===== src/hdl/smbus_port_cfg.svh =====
/*
 Constants for the second SMBus port configuration block: register offset, bit positions,
 reset value, source codes and timing figures.
 Assumes it is included by bare name from the design modules.
*/
`ifndef SMBUS_PORT_CFG_SVH
`define SMBUS_PORT_CFG_SVH
// ==========================================================
// Register address and reset value.
`define CFG_REG_ADDR 8'hc1
`define CFG_REG_RESET 8'h00
// ==========================================================
// Field positions.
`define BIT_ENABLE 7
`define BIT_INHIBIT 6
`define BIT_BUSY 5
`define BIT_EXTEND 4
`define BIT_SCL_TOE 3
`define BIT_FREE_TOE 2
`define SRC_MSB 1
`define SRC_LSB 0
// ==========================================================
// Bit-rate source codes.
`define SRC_TIMER0 2'h0
`define SRC_TIMER5 2'h1
`define SRC_TIMER2_HIGH 2'h2
`define SRC_TIMER2_LOW 2'h3
// ==========================================================
// Bus free timeout: free after more than this many source periods.
`define FREE_PERIODS 4'ha
`endif


===== src/hdl/smbus_port_pkg.sv =====
/*
 Types shared by the second SMBus port configuration block.
 Assumes the constants header is available on the include path.
*/
package smbus_port_pkg;
   // Decoded configuration fields.
   typedef struct packed {
      logic port_enable;
      logic target_inhibit;
      logic sda_timing_extend;
      logic scl_low_timeout_enable;
      logic bus_free_timeout_enable;
      logic [1:0] bit_rate_source_select;
   } port_cfg_t;
   // Timer overflow strobes from the timer block.
   typedef struct packed {
      logic timer0;
      logic timer5;
      logic timer2_high;
      logic timer2_low;
   } overflow_t;
   // Busy tracker states.
   typedef enum logic [1:0] {IDLE_ST, BUSY_ST} bus_state_t;
endpackage : smbus_port_pkg


===== src/hdl/free_timer.sv =====
/*
 Bus free timeout counter: counts selected bit-rate source periods while both lines are high.
 Assumes synchronised line levels and a one-cycle source strobe on the same clock.
*/
`timescale 1ns/100ps
`include "smbus_port_cfg.svh"
module free_timer
(
   input wire logic clk,
   input wire logic nrst,
   input wire logic run,
   input wire logic lines_high,
   input wire logic src_tick,
   output logic timeout
);
   // Count of source periods seen with both lines high.
   logic [3:0] cnt_reg;
   logic [3:0] cnt_next;
   // Registered timeout pulse.
   logic timeout_reg;
   logic timeout_next;

   // ==========================================================
   // Next state.
   // The count restarts whenever either line drops, so only an unbroken high spell counts.
   always_comb
   begin
      cnt_next = cnt_reg;
      timeout_next = 1'b0;
      if (!run || !lines_high)
      begin
         cnt_next = 4'h0;
      end
      else if (src_tick)
      begin
         // One more than ten periods is needed, so fire on the eleventh tick.
         if (cnt_reg == `FREE_PERIODS)
         begin
            timeout_next = 1'b1; // RULE10
         end
         else
         begin
            cnt_next = cnt_reg + 4'h1;
         end
      end
   end

   // Registers.
   always_ff @(posedge clk)
   begin
      if (!nrst)
      begin
         cnt_reg <= 4'h0;
         timeout_reg <= 1'b0;
      end
      else
      begin
         cnt_reg <= cnt_next;
         timeout_reg <= timeout_next;
      end
   end

   assign timeout = timeout_reg;
endmodule : free_timer


===== src/hdl/smbus_port_config.sv =====
/*
 Configuration and status register of the second SMBus port, plus the busy tracker, the
 SCL low timeout coupling to Timer 4, bus free detection and bit-rate source selection.
 Assumes an 8-bit special function register bus on clk, timer overflow strobes on clk,
 and raw line levels from the pins that are synchronised here.
*/
// Operation
// RULE1: Enable bit switches port on, lines watched
// RULE2: Inhibit suppresses slave event interrupts
// RULE3: Master interrupts pass regardless of inhibit
// RULE4: Busy flag set during bus transfer
// RULE5: Busy cleared by STOP or free timeout
// RULE6: Extend bit selects longer SDA setup/hold
// RULE7: Timeout enable reloads Timer 4 while SCL high
// RULE8: Split mode reloads only the high byte
// RULE9: Software sets 25 ms Timer 4 interrupt
// RULE10: Free after over ten idle source periods
// RULE11: Two bits select bit-rate clock source
// RULE12: Busy writes ignored, all bits reset zero
`timescale 1ns/100ps
`include "smbus_port_cfg.svh"
module smbus_port_config
(
   input wire logic clk,
   input wire logic nrst,
   input wire logic [7:0] sfr_addr,
   input wire logic sfr_page_f,
   input wire logic sfr_wr,
   input wire logic [7:0] sfr_wdata,
   output logic [7:0] sfr_rdata,
   input wire logic port_data_line,
   input wire logic port_clock_line,
   input wire smbus_port_pkg::overflow_t overflow,
   input wire logic timer4_split,
   input wire logic slave_irq_req,
   input wire logic master_irq_req,
   output logic irq,
   output logic timer4_reload_low,
   output logic timer4_reload_high,
   output logic bit_rate_tick,
   output logic extend_timing,
   output logic monitor_on
);
   // ==========================================================
   // Storage.
   // Writable configuration fields.
   smbus_port_pkg::port_cfg_t cfg_reg;
   smbus_port_pkg::port_cfg_t cfg_next;
   // Busy tracker state.
   smbus_port_pkg::bus_state_t state_reg;
   smbus_port_pkg::bus_state_t state_next;
   // Two-stage synchronisers for the lines.
   logic sda_meta_reg;
   logic sda_sync_reg;
   logic scl_meta_reg;
   logic scl_sync_reg;
   // Previous synchronised levels for condition detection.
   logic sda_prev_reg;
   logic scl_prev_reg;
   // Registered outputs.
   logic [7:0] rdata_reg;
   logic [7:0] rdata_next;
   logic irq_reg;
   logic irq_next;
   logic rl_low_reg;
   logic rl_low_next;
   logic rl_high_reg;
   logic rl_high_next;
   logic tick_reg;
   logic tick_next;
   // Derived conditions.
   logic cfg_hit;
   logic start_seen;
   logic stop_seen;
   logic free_timeout;
   logic src_tick;
   logic busy;

   // Decode the selected overflow strobe.
   function automatic logic pick_source(input logic [1:0] sel,
                                        input smbus_port_pkg::overflow_t ov);
      case (sel)
         `SRC_TIMER0: pick_source = ov.timer0;
         `SRC_TIMER5: pick_source = ov.timer5;
         `SRC_TIMER2_HIGH: pick_source = ov.timer2_high;
         default: pick_source = ov.timer2_low;
      endcase
   endfunction : pick_source

   // ==========================================================
   // Combinational decode.
   // The register sits on page F only; page 0 holds the first port at the same address.
   assign cfg_hit = (sfr_addr == `CFG_REG_ADDR) && sfr_page_f;
   assign src_tick = pick_source(cfg_reg.bit_rate_source_select, overflow); // RULE11
   // START is SDA falling with SCL high; STOP is SDA rising with SCL high.
   assign start_seen = cfg_reg.port_enable && sda_prev_reg && !sda_sync_reg
                       && scl_sync_reg && scl_prev_reg; // RULE1
   assign stop_seen = cfg_reg.port_enable && !sda_prev_reg && sda_sync_reg
                      && scl_sync_reg && scl_prev_reg; // RULE1
   assign busy = (state_reg == smbus_port_pkg::BUSY_ST);

   // Free timeout counter, running only while the port and the option are on.
   free_timer u_free_timer
   (
      .clk(clk),
      .nrst(nrst),
      .run(cfg_reg.port_enable && cfg_reg.bus_free_timeout_enable),
      .lines_high(sda_sync_reg && scl_sync_reg),
      .src_tick(src_tick),
      .timeout(free_timeout)
   );

   // ==========================================================
   // Configuration register next value.
   always_comb
   begin
      cfg_next = cfg_reg;
      if (sfr_wr && cfg_hit)
      begin
         // The busy position of the write data is dropped here.
         cfg_next.port_enable = sfr_wdata[`BIT_ENABLE];
         cfg_next.target_inhibit = sfr_wdata[`BIT_INHIBIT];
         cfg_next.sda_timing_extend = sfr_wdata[`BIT_EXTEND];
         cfg_next.scl_low_timeout_enable = sfr_wdata[`BIT_SCL_TOE];
         cfg_next.bus_free_timeout_enable = sfr_wdata[`BIT_FREE_TOE];
         cfg_next.bit_rate_source_select = sfr_wdata[`SRC_MSB:`SRC_LSB]; // RULE12
      end
   end

   // ==========================================================
   // Busy tracker next state.
   // A START seen while busy keeps the state; a repeated START is still a transfer.
   always_comb
   begin
      state_next = state_reg;
      case (state_reg)
         smbus_port_pkg::IDLE_ST:
         begin
            if (start_seen)
            begin
               state_next = smbus_port_pkg::BUSY_ST; // RULE4
            end
         end
         smbus_port_pkg::BUSY_ST:
         begin
            // A START in the same cycle as a clear wins, since a new transfer has begun.
            if (!cfg_reg.port_enable || ((stop_seen || free_timeout) && !start_seen))
            begin
               state_next = smbus_port_pkg::IDLE_ST; // RULE5
            end
         end
         default: state_next = smbus_port_pkg::IDLE_ST;
      endcase
   end

   // ==========================================================
   // Output next values.
   always_comb
   begin
      rdata_next = 8'h00;
      if (cfg_hit)
      begin
         rdata_next[`BIT_ENABLE] = cfg_reg.port_enable;
         rdata_next[`BIT_INHIBIT] = cfg_reg.target_inhibit;
         rdata_next[`BIT_BUSY] = busy; // RULE4
         rdata_next[`BIT_EXTEND] = cfg_reg.sda_timing_extend;
         rdata_next[`BIT_SCL_TOE] = cfg_reg.scl_low_timeout_enable;
         rdata_next[`BIT_FREE_TOE] = cfg_reg.bus_free_timeout_enable;
         rdata_next[`SRC_MSB:`SRC_LSB] = cfg_reg.bit_rate_source_select;
      end
      // Slave events are gated by the inhibit; master events never are.
      irq_next = cfg_reg.port_enable && ((slave_irq_req && !cfg_reg.target_inhibit) // RULE2
                 || master_irq_req); // RULE3
      // Timer 4 is held in reload while SCL is high and counts while it is low.
      // Software is expected to set a 25 ms overflow and reset the port from its handler.
      rl_high_next = cfg_reg.port_enable && cfg_reg.scl_low_timeout_enable
                     && scl_sync_reg; // RULE7
      rl_low_next = rl_high_next && !timer4_split; // RULE8
      tick_next = cfg_reg.port_enable && src_tick; // RULE11
   end

   // ==========================================================
   // All registers; synchronous active-low reset.
   always_ff @(posedge clk)
   begin
      if (!nrst)
      begin
         cfg_reg <= '0; // RULE12
         state_reg <= smbus_port_pkg::IDLE_ST;
         sda_meta_reg <= 1'b1;
         sda_sync_reg <= 1'b1;
         scl_meta_reg <= 1'b1;
         scl_sync_reg <= 1'b1;
         sda_prev_reg <= 1'b1;
         scl_prev_reg <= 1'b1;
         rdata_reg <= 8'h00;
         irq_reg <= 1'b0;
         rl_low_reg <= 1'b0;
         rl_high_reg <= 1'b0;
         tick_reg <= 1'b0;
      end
      else
      begin
         cfg_reg <= cfg_next;
         state_reg <= state_next;
         sda_meta_reg <= port_data_line;
         sda_sync_reg <= sda_meta_reg;
         scl_meta_reg <= port_clock_line;
         scl_sync_reg <= scl_meta_reg;
         sda_prev_reg <= sda_sync_reg;
         scl_prev_reg <= scl_sync_reg;
         rdata_reg <= rdata_next;
         irq_reg <= irq_next;
         rl_low_reg <= rl_low_next;
         rl_high_reg <= rl_high_next;
         tick_reg <= tick_next;
      end
   end

   // Extended timing and monitoring follow the register directly; the timing engine reads them.
   assign sfr_rdata = rdata_reg;
   assign irq = irq_reg;
   assign timer4_reload_low = rl_low_reg;
   assign timer4_reload_high = rl_high_reg;
   assign bit_rate_tick = tick_reg;
   assign extend_timing = cfg_reg.sda_timing_extend; // RULE6
   assign monitor_on = cfg_reg.port_enable; // RULE1

   // ==========================================================
   // Assertions.
   a_busy_stop_clear: assert property (@(posedge clk) disable iff (!nrst)
      (busy && stop_seen) |=> !busy) else $error("busy not cleared by stop"); // RULE5
   a_busy_on_start: assert property (@(posedge clk) disable iff (!nrst)
      (start_seen) |=> busy) else $error("busy not set by start"); // RULE4
   a_inhibit_slave_irq: assert property (@(posedge clk) disable iff (!nrst)
      (cfg_reg.target_inhibit && slave_irq_req && !master_irq_req) |=> !irq)
      else $error("slave irq not inhibited"); // RULE2
   a_master_irq_pass: assert property (@(posedge clk) disable iff (!nrst)
      (cfg_reg.port_enable && master_irq_req) |=> irq)
      else $error("master irq lost"); // RULE3
   a_reload_scl_high: assert property (@(posedge clk) disable iff (!nrst)
      (cfg_reg.port_enable && cfg_reg.scl_low_timeout_enable && scl_sync_reg)
      |=> timer4_reload_high) else $error("no reload while scl high"); // RULE7
   a_split_high_only: assert property (@(posedge clk) disable iff (!nrst)
      timer4_split |=> !timer4_reload_low) else $error("low byte reloaded in split"); // RULE8
   a_busy_write_ignored: assert property (@(posedge clk) disable iff (!nrst)
      (sfr_wr && cfg_hit && sfr_wdata[`BIT_BUSY] && !busy && !start_seen) |=> !busy)
      else $error("busy written by software"); // RULE12
   a_free_clears_busy: assert property (@(posedge clk) disable iff (!nrst)
      (busy && free_timeout && !start_seen) |=> !busy)
      else $error("free timeout kept busy"); // RULE5
   a_source_tick: assert property (@(posedge clk) disable iff (!nrst)
      (cfg_reg.port_enable && cfg_reg.bit_rate_source_select == `SRC_TIMER5
       && overflow.timer5) |=> bit_rate_tick) else $error("wrong source"); // RULE11
endmodule : smbus_port_config


===== config.mk =====
export PLATFORM = sky130hd
export DESIGN_NAME = smbus_port_config
export DESIGN_NICKNAME = d
export VERILOG_FILES = /design/src/hdl/smbus_port_pkg.sv /design/src/hdl/free_timer.sv /design/src/hdl/smbus_port_config.sv
export VERILOG_INCLUDE_DIRS = /design/src /design/src/hdl
export SDC_FILE = /design/constraint.sdc
export NUM_CORES = 1
export LEC_CHECK = 0
export BUFFER_PORTS_ARGS = -buffer_cell sky130_fd_sc_hd__buf_2
export CORE_ASPECT_RATIO = 0.5
export CORE_UTILIZATION = 42
export CTS_CLUSTER_DIAMETER = 60
export DETAILED_ROUTE_END_ITERATION = 10
export PLACE_DENSITY_LB_ADDON = 0.3
export SLEW_MARGIN = 20
export SYNTH_ARGS = -nofsm -noshare
export SYNTH_HDL_FRONTEND = slang
export SYNTH_HIERARCHICAL = 1
export SYNTH_SLANG_ARGS = --single-unit

===== constraint.sdc =====
create_clock -name clk -period 1.5 [get_ports clk]
set_clock_uncertainty 0.15 [all_clocks]
set_input_delay 0 -clock clk [delete_from_list [all_inputs] [get_ports clk]]
set_output_delay 0 -clock clk [all_outputs]
set_load 0.03 [all_outputs]

==> out/metrics.json <==
{
  "coreArea_um2": 2600,
  "ys_seq_elements": 31,
  "die_ar_um2": 2980,
  "timing_hold_violations_final": 0,
  "yosys.area.top_type": "sky130_fd_sc_hd__dfxtp_1",
  "placedCellCount": 189,
  "routabilityCongestion": 0.683,
  "num_vias": 982,
  "synth_seq_area_share_pct": 53.6,
  "grt_pass1_wl_mm": 3.86,
  "fin_crit_ns": 1.50,
  "run_status": "finished with violations",
  "tritoncts.num_buffers": 5,
  "drt.antenna.violating_nets": 0,
  "tritoncts": "built",
  "synth_fp_nets": 141,
  "numPortBuffers": 41,
  "post-synth-top-area-fraction_pct": 53.6,
  "final_max_slew_viol_count": 0,
  "worst-endpoint-arrival_ns": 1.52,
  "place_hpwl_mm": 1.61,
  "postSynthAreaPerCell_um2": 10.5,
  "finish.utilization_pct": 68.9,
  "timing.critical_path.to_type": "flop",
  "synthTopCellsByArea": "sky130_fd_sc_hd__dfxtp_1 (54%), sky130_fd_sc_hd__mux2i_1 (6.1%), sky130_fd_sc_hd__nand2_1 (5.5%)",
  "slew_headroom_pct": 75.9,
  "path_clk_slew_ns": 0.07,
  "number_of_h_tree_levels": 2,
  "grt_start_max_net_pins": 15,
  "route.detailed.wl_per_inst_um": 11.3,
  "leakage_uw": 0.000805,
  "num_rows": 13,
  "n_antenna_cell": 0,
  "worst_slack_ns": -0.00124,
  "global_routing_usage_summed_across_all_routing_layers_pct": 18.1,
  "first_pass_iters": 4,
  "cts_root_buf": "sky130_fd_sc_hd__clkbuf_8",
  "preCtsSetupSlack_ns": -0.0388,
  "starting_drc_count_in_detailed_routing": 28,
  "ios": 43,
  "max_clock_freq_mhz": 666,
  "cap_viol_max_count": 0,
  "clock_insertion_delay_worst_skew_ns": 0.28,
  "area_delta_synth_final_pct": 55.0,
  "worstPathMaxFanout": 8,
  "failed_checks": "setup timing",
  "finalNetCount": 214,
  "largest_register_ffs": 8,
  "floorplan.die.height_um": 39.1,
  "finalCritPeriodShare_pct": 100,
  "routed_wirelength_mm": 2.50,
  "synth_cell_type_count": 32,
  "power-per-cell-area_nw_per_um2": 1070,
  "cp-start-kind": "flop",
  "routed_via_density": 4.44,
  "hold_class": "in2reg",
  "cts_buffer_depth": 2,
  "antenna_found_initial": 0,
  "synthesis.area_um2": 1160,
  "critical_path_required_ns": 1.52,
  "slew_of_the_pin_with_the_lowest_slew_margin_ns": 0.358,
  "remaining_drc_errors": 0,
  "start_util_pct": 44.5,
  "synth.yosys.warnings": 6,
  "overflow": 0,
  "fillCellCount": 202,
  "unrepaired_setup_endpoints_after_global_routing": "true",
  "layoutNonFillerInstCount": 221,
  "clock_sinks": 31,
  "fp.dieW_um": 76.2,
  "criticalPathCategory": "reg2reg",
  "totalNegativeSetupSlack_ns": -0.00124,
  "setup_viol": 1,
  "post_route_cells_drive_above_1_share_pct": 33.7,
  "power.ir.vdd_worst_mv": 0.642,
  "synthCells": 110,
  "grt_pass1_vias": 859
}
==> cells in the final DEF (no fill, tap or decap) <==
cell type / count
sky130_fd_sc_hd__bufinv_16: 2
sky130_fd_sc_hd__nand4b_4: 1
sky130_fd_sc_hd__nand2_1: 17
sky130_fd_sc_hd__mux4_2: 1
sky130_fd_sc_hd__nand2_2: 1
sky130_fd_sc_hd__nor4_4: 1
sky130_fd_sc_hd__mux2i_1: 7
sky130_fd_sc_hd__buf_4: 5
sky130_fd_sc_hd__a21oi_1: 5
sky130_fd_sc_hd__xor2_1: 1
sky130_fd_sc_hd__dfxtp_2: 1
sky130_fd_sc_hd__clkbuf_8: 5
sky130_fd_sc_hd__a21o_2: 1
sky130_fd_sc_hd__and2_1: 9
sky130_fd_sc_hd__dlygate4sd3_1: 21
sky130_fd_sc_hd__nor4_1: 1
sky130_fd_sc_hd__nand3_1: 2
sky130_fd_sc_hd__nand2b_1: 6
sky130_fd_sc_hd__nand4bb_1: 1
sky130_fd_sc_hd__buf_6: 1
sky130_fd_sc_hd__nand4_1: 1
sky130_fd_sc_hd__o21bai_1: 1
sky130_fd_sc_hd__inv_1: 4
sky130_fd_sc_hd__a311oi_1: 1
sky130_fd_sc_hd__and3_1: 2
sky130_fd_sc_hd__nor2_1: 3
sky130_fd_sc_hd__o21ai_0: 1
sky130_fd_sc_hd__nor3_4: 1
sky130_fd_sc_hd__nor2b_1: 1
sky130_fd_sc_hd__or2_4: 1
sky130_fd_sc_hd__a211o_1: 1
sky130_fd_sc_hd__dfxtp_1: 30
sky130_fd_sc_hd__buf_2: 41
sky130_fd_sc_hd__clkbuf_1: 1
sky130_fd_sc_hd__nor3_1: 2
sky130_fd_sc_hd__nand3b_1: 1
sky130_fd_sc_hd__or3b_1: 1
sky130_fd_sc_hd__ha_1: 2
==> critical path, cell delays in order (launching register included) <==
cell and delay [ns]:
sky130_fd_sc_hd__dfxtp_2 0.34, sky130_fd_sc_hd__mux4_2 0.59, sky130_fd_sc_hd__nand4_1 0.13, sky130_fd_sc_hd__xor2_1 0.14, sky130_fd_sc_hd__nor2_1 0.05
==> worst paths after layout <==
kind	start	end	slack (ns)	depth (start not counted)
max	cfg_reg[0]	u_free_timer/cnt_reg[3]	-0.001	4
min	overflow[3]	u_free_timer/cnt_reg[1]	0.13	3
max reg2reg	cfg_reg[0]	u_free_timer/cnt_reg[3]	-0.001	4
min reg2reg	scl_meta_reg	scl_sync_reg	0.26	1
==> cell type report <==
class | instances | area (um2) | area share [%]
clock inverters | 2 | 60.1 | 3.35
clock buffers | 6 | 72.6 | 4.04
flip-flops and latches | 31 | 622 | 34.7
inverters | 4 | 15.0 | 0.837
well taps | 37 | 46.3 | 2.58
multi-input cells | 73 | 514 | 28.7
repair buffers | 68 | 464 | 25.9
==> power breakdown <==
group | leakage (uW) | internal, uW | switching (uW)
clock | 0.0000654 | 664 | 301
sequential | 0.000251 | 830 | 3.03
combinational | 0.000488 | 79.9 | 44.6
==> through the flow <==
stage / hold slack, ns / instance area [um2] / power [uW]
2_1_floorplan: -0.0719 / 1160 / 888
3_3_place_gp: 0.0163 / 1420 / 931
3_5_place_dp: 0.0147 / 1420 / 932
4_1_cts: 0.0743 / 1770 / 1940
5_1_grt: 0.151 / 1790 / 1990
6_report: 0.135 / 1790 / 1920
==> synth_stat cells <==
cell	count
sky130_fd_sc_hd__nor4_1	1
sky130_fd_sc_hd__nor2b_1	1
sky130_fd_sc_hd__a211o_1	1
sky130_fd_sc_hd__nand4bb_1	1
sky130_fd_sc_hd__and3_1	2
sky130_fd_sc_hd__mux2i_1	7
sky130_fd_sc_hd__dfxtp_1	31
sky130_fd_sc_hd__and2_1	9
sky130_fd_sc_hd__clkbuf_1	1
sky130_fd_sc_hd__xor2_1	1
sky130_fd_sc_hd__nor2_1	3
sky130_fd_sc_hd__mux4_2	1
sky130_fd_sc_hd__inv_1	4
sky130_fd_sc_hd__o21bai_1	1
sky130_fd_sc_hd__nand2b_1	6
sky130_fd_sc_hd__nand2_2	1
sky130_fd_sc_hd__nand4_1	1
sky130_fd_sc_hd__a21o_2	1
sky130_fd_sc_hd__a311oi_1	1
sky130_fd_sc_hd__nand4b_4	1
sky130_fd_sc_hd__nor3_4	1
sky130_fd_sc_hd__or3b_1	1
sky130_fd_sc_hd__buf_1	1
sky130_fd_sc_hd__nand3b_1	1
sky130_fd_sc_hd__o21ai_0	1
sky130_fd_sc_hd__nand2_1	17
sky130_fd_sc_hd__nor4_4	1
sky130_fd_sc_hd__or2_4	1
sky130_fd_sc_hd__nand3_1	2
sky130_fd_sc_hd__nor3_1	2
sky130_fd_sc_hd__a21oi_1	5
sky130_fd_sc_hd__ha_1	2
==> logic make-up after synthesis <==
logic type | Yosys count | share of synthesized area (%)
AND/OR/NAND/NOR | 52 | 28.0
flip-flops | 31 | 53.6
AO/OA/AOI/OAI | 10 | 5.51
multiplexers | 8 | 8.00
buffers and inverters | 6 | 1.94
adder cells (fa/ha/maj) | 2 | 2.16
XOR/XNOR | 1 | 0.757
==> what timing repair did <==
action                                  4_1_cts  5_1_grt
pin swaps                                     2        1
hold buffers                                 21        0
resized for setup                             1        1
buffers inserted                              0        3
endpoints found under the setup margin        2       12
hold endpoints to repair                     16        0
==> routing by layer <==
metal	routed length (um)	vias to the layer above	global-route usage, %
met5	0	-	0
met4	0	0	4.33
met3	101	0	7.76
met2	1290	18	34.0
met1	1100	450	19.5
li1	-	514	-
Power figures use the tool's default switching activity.
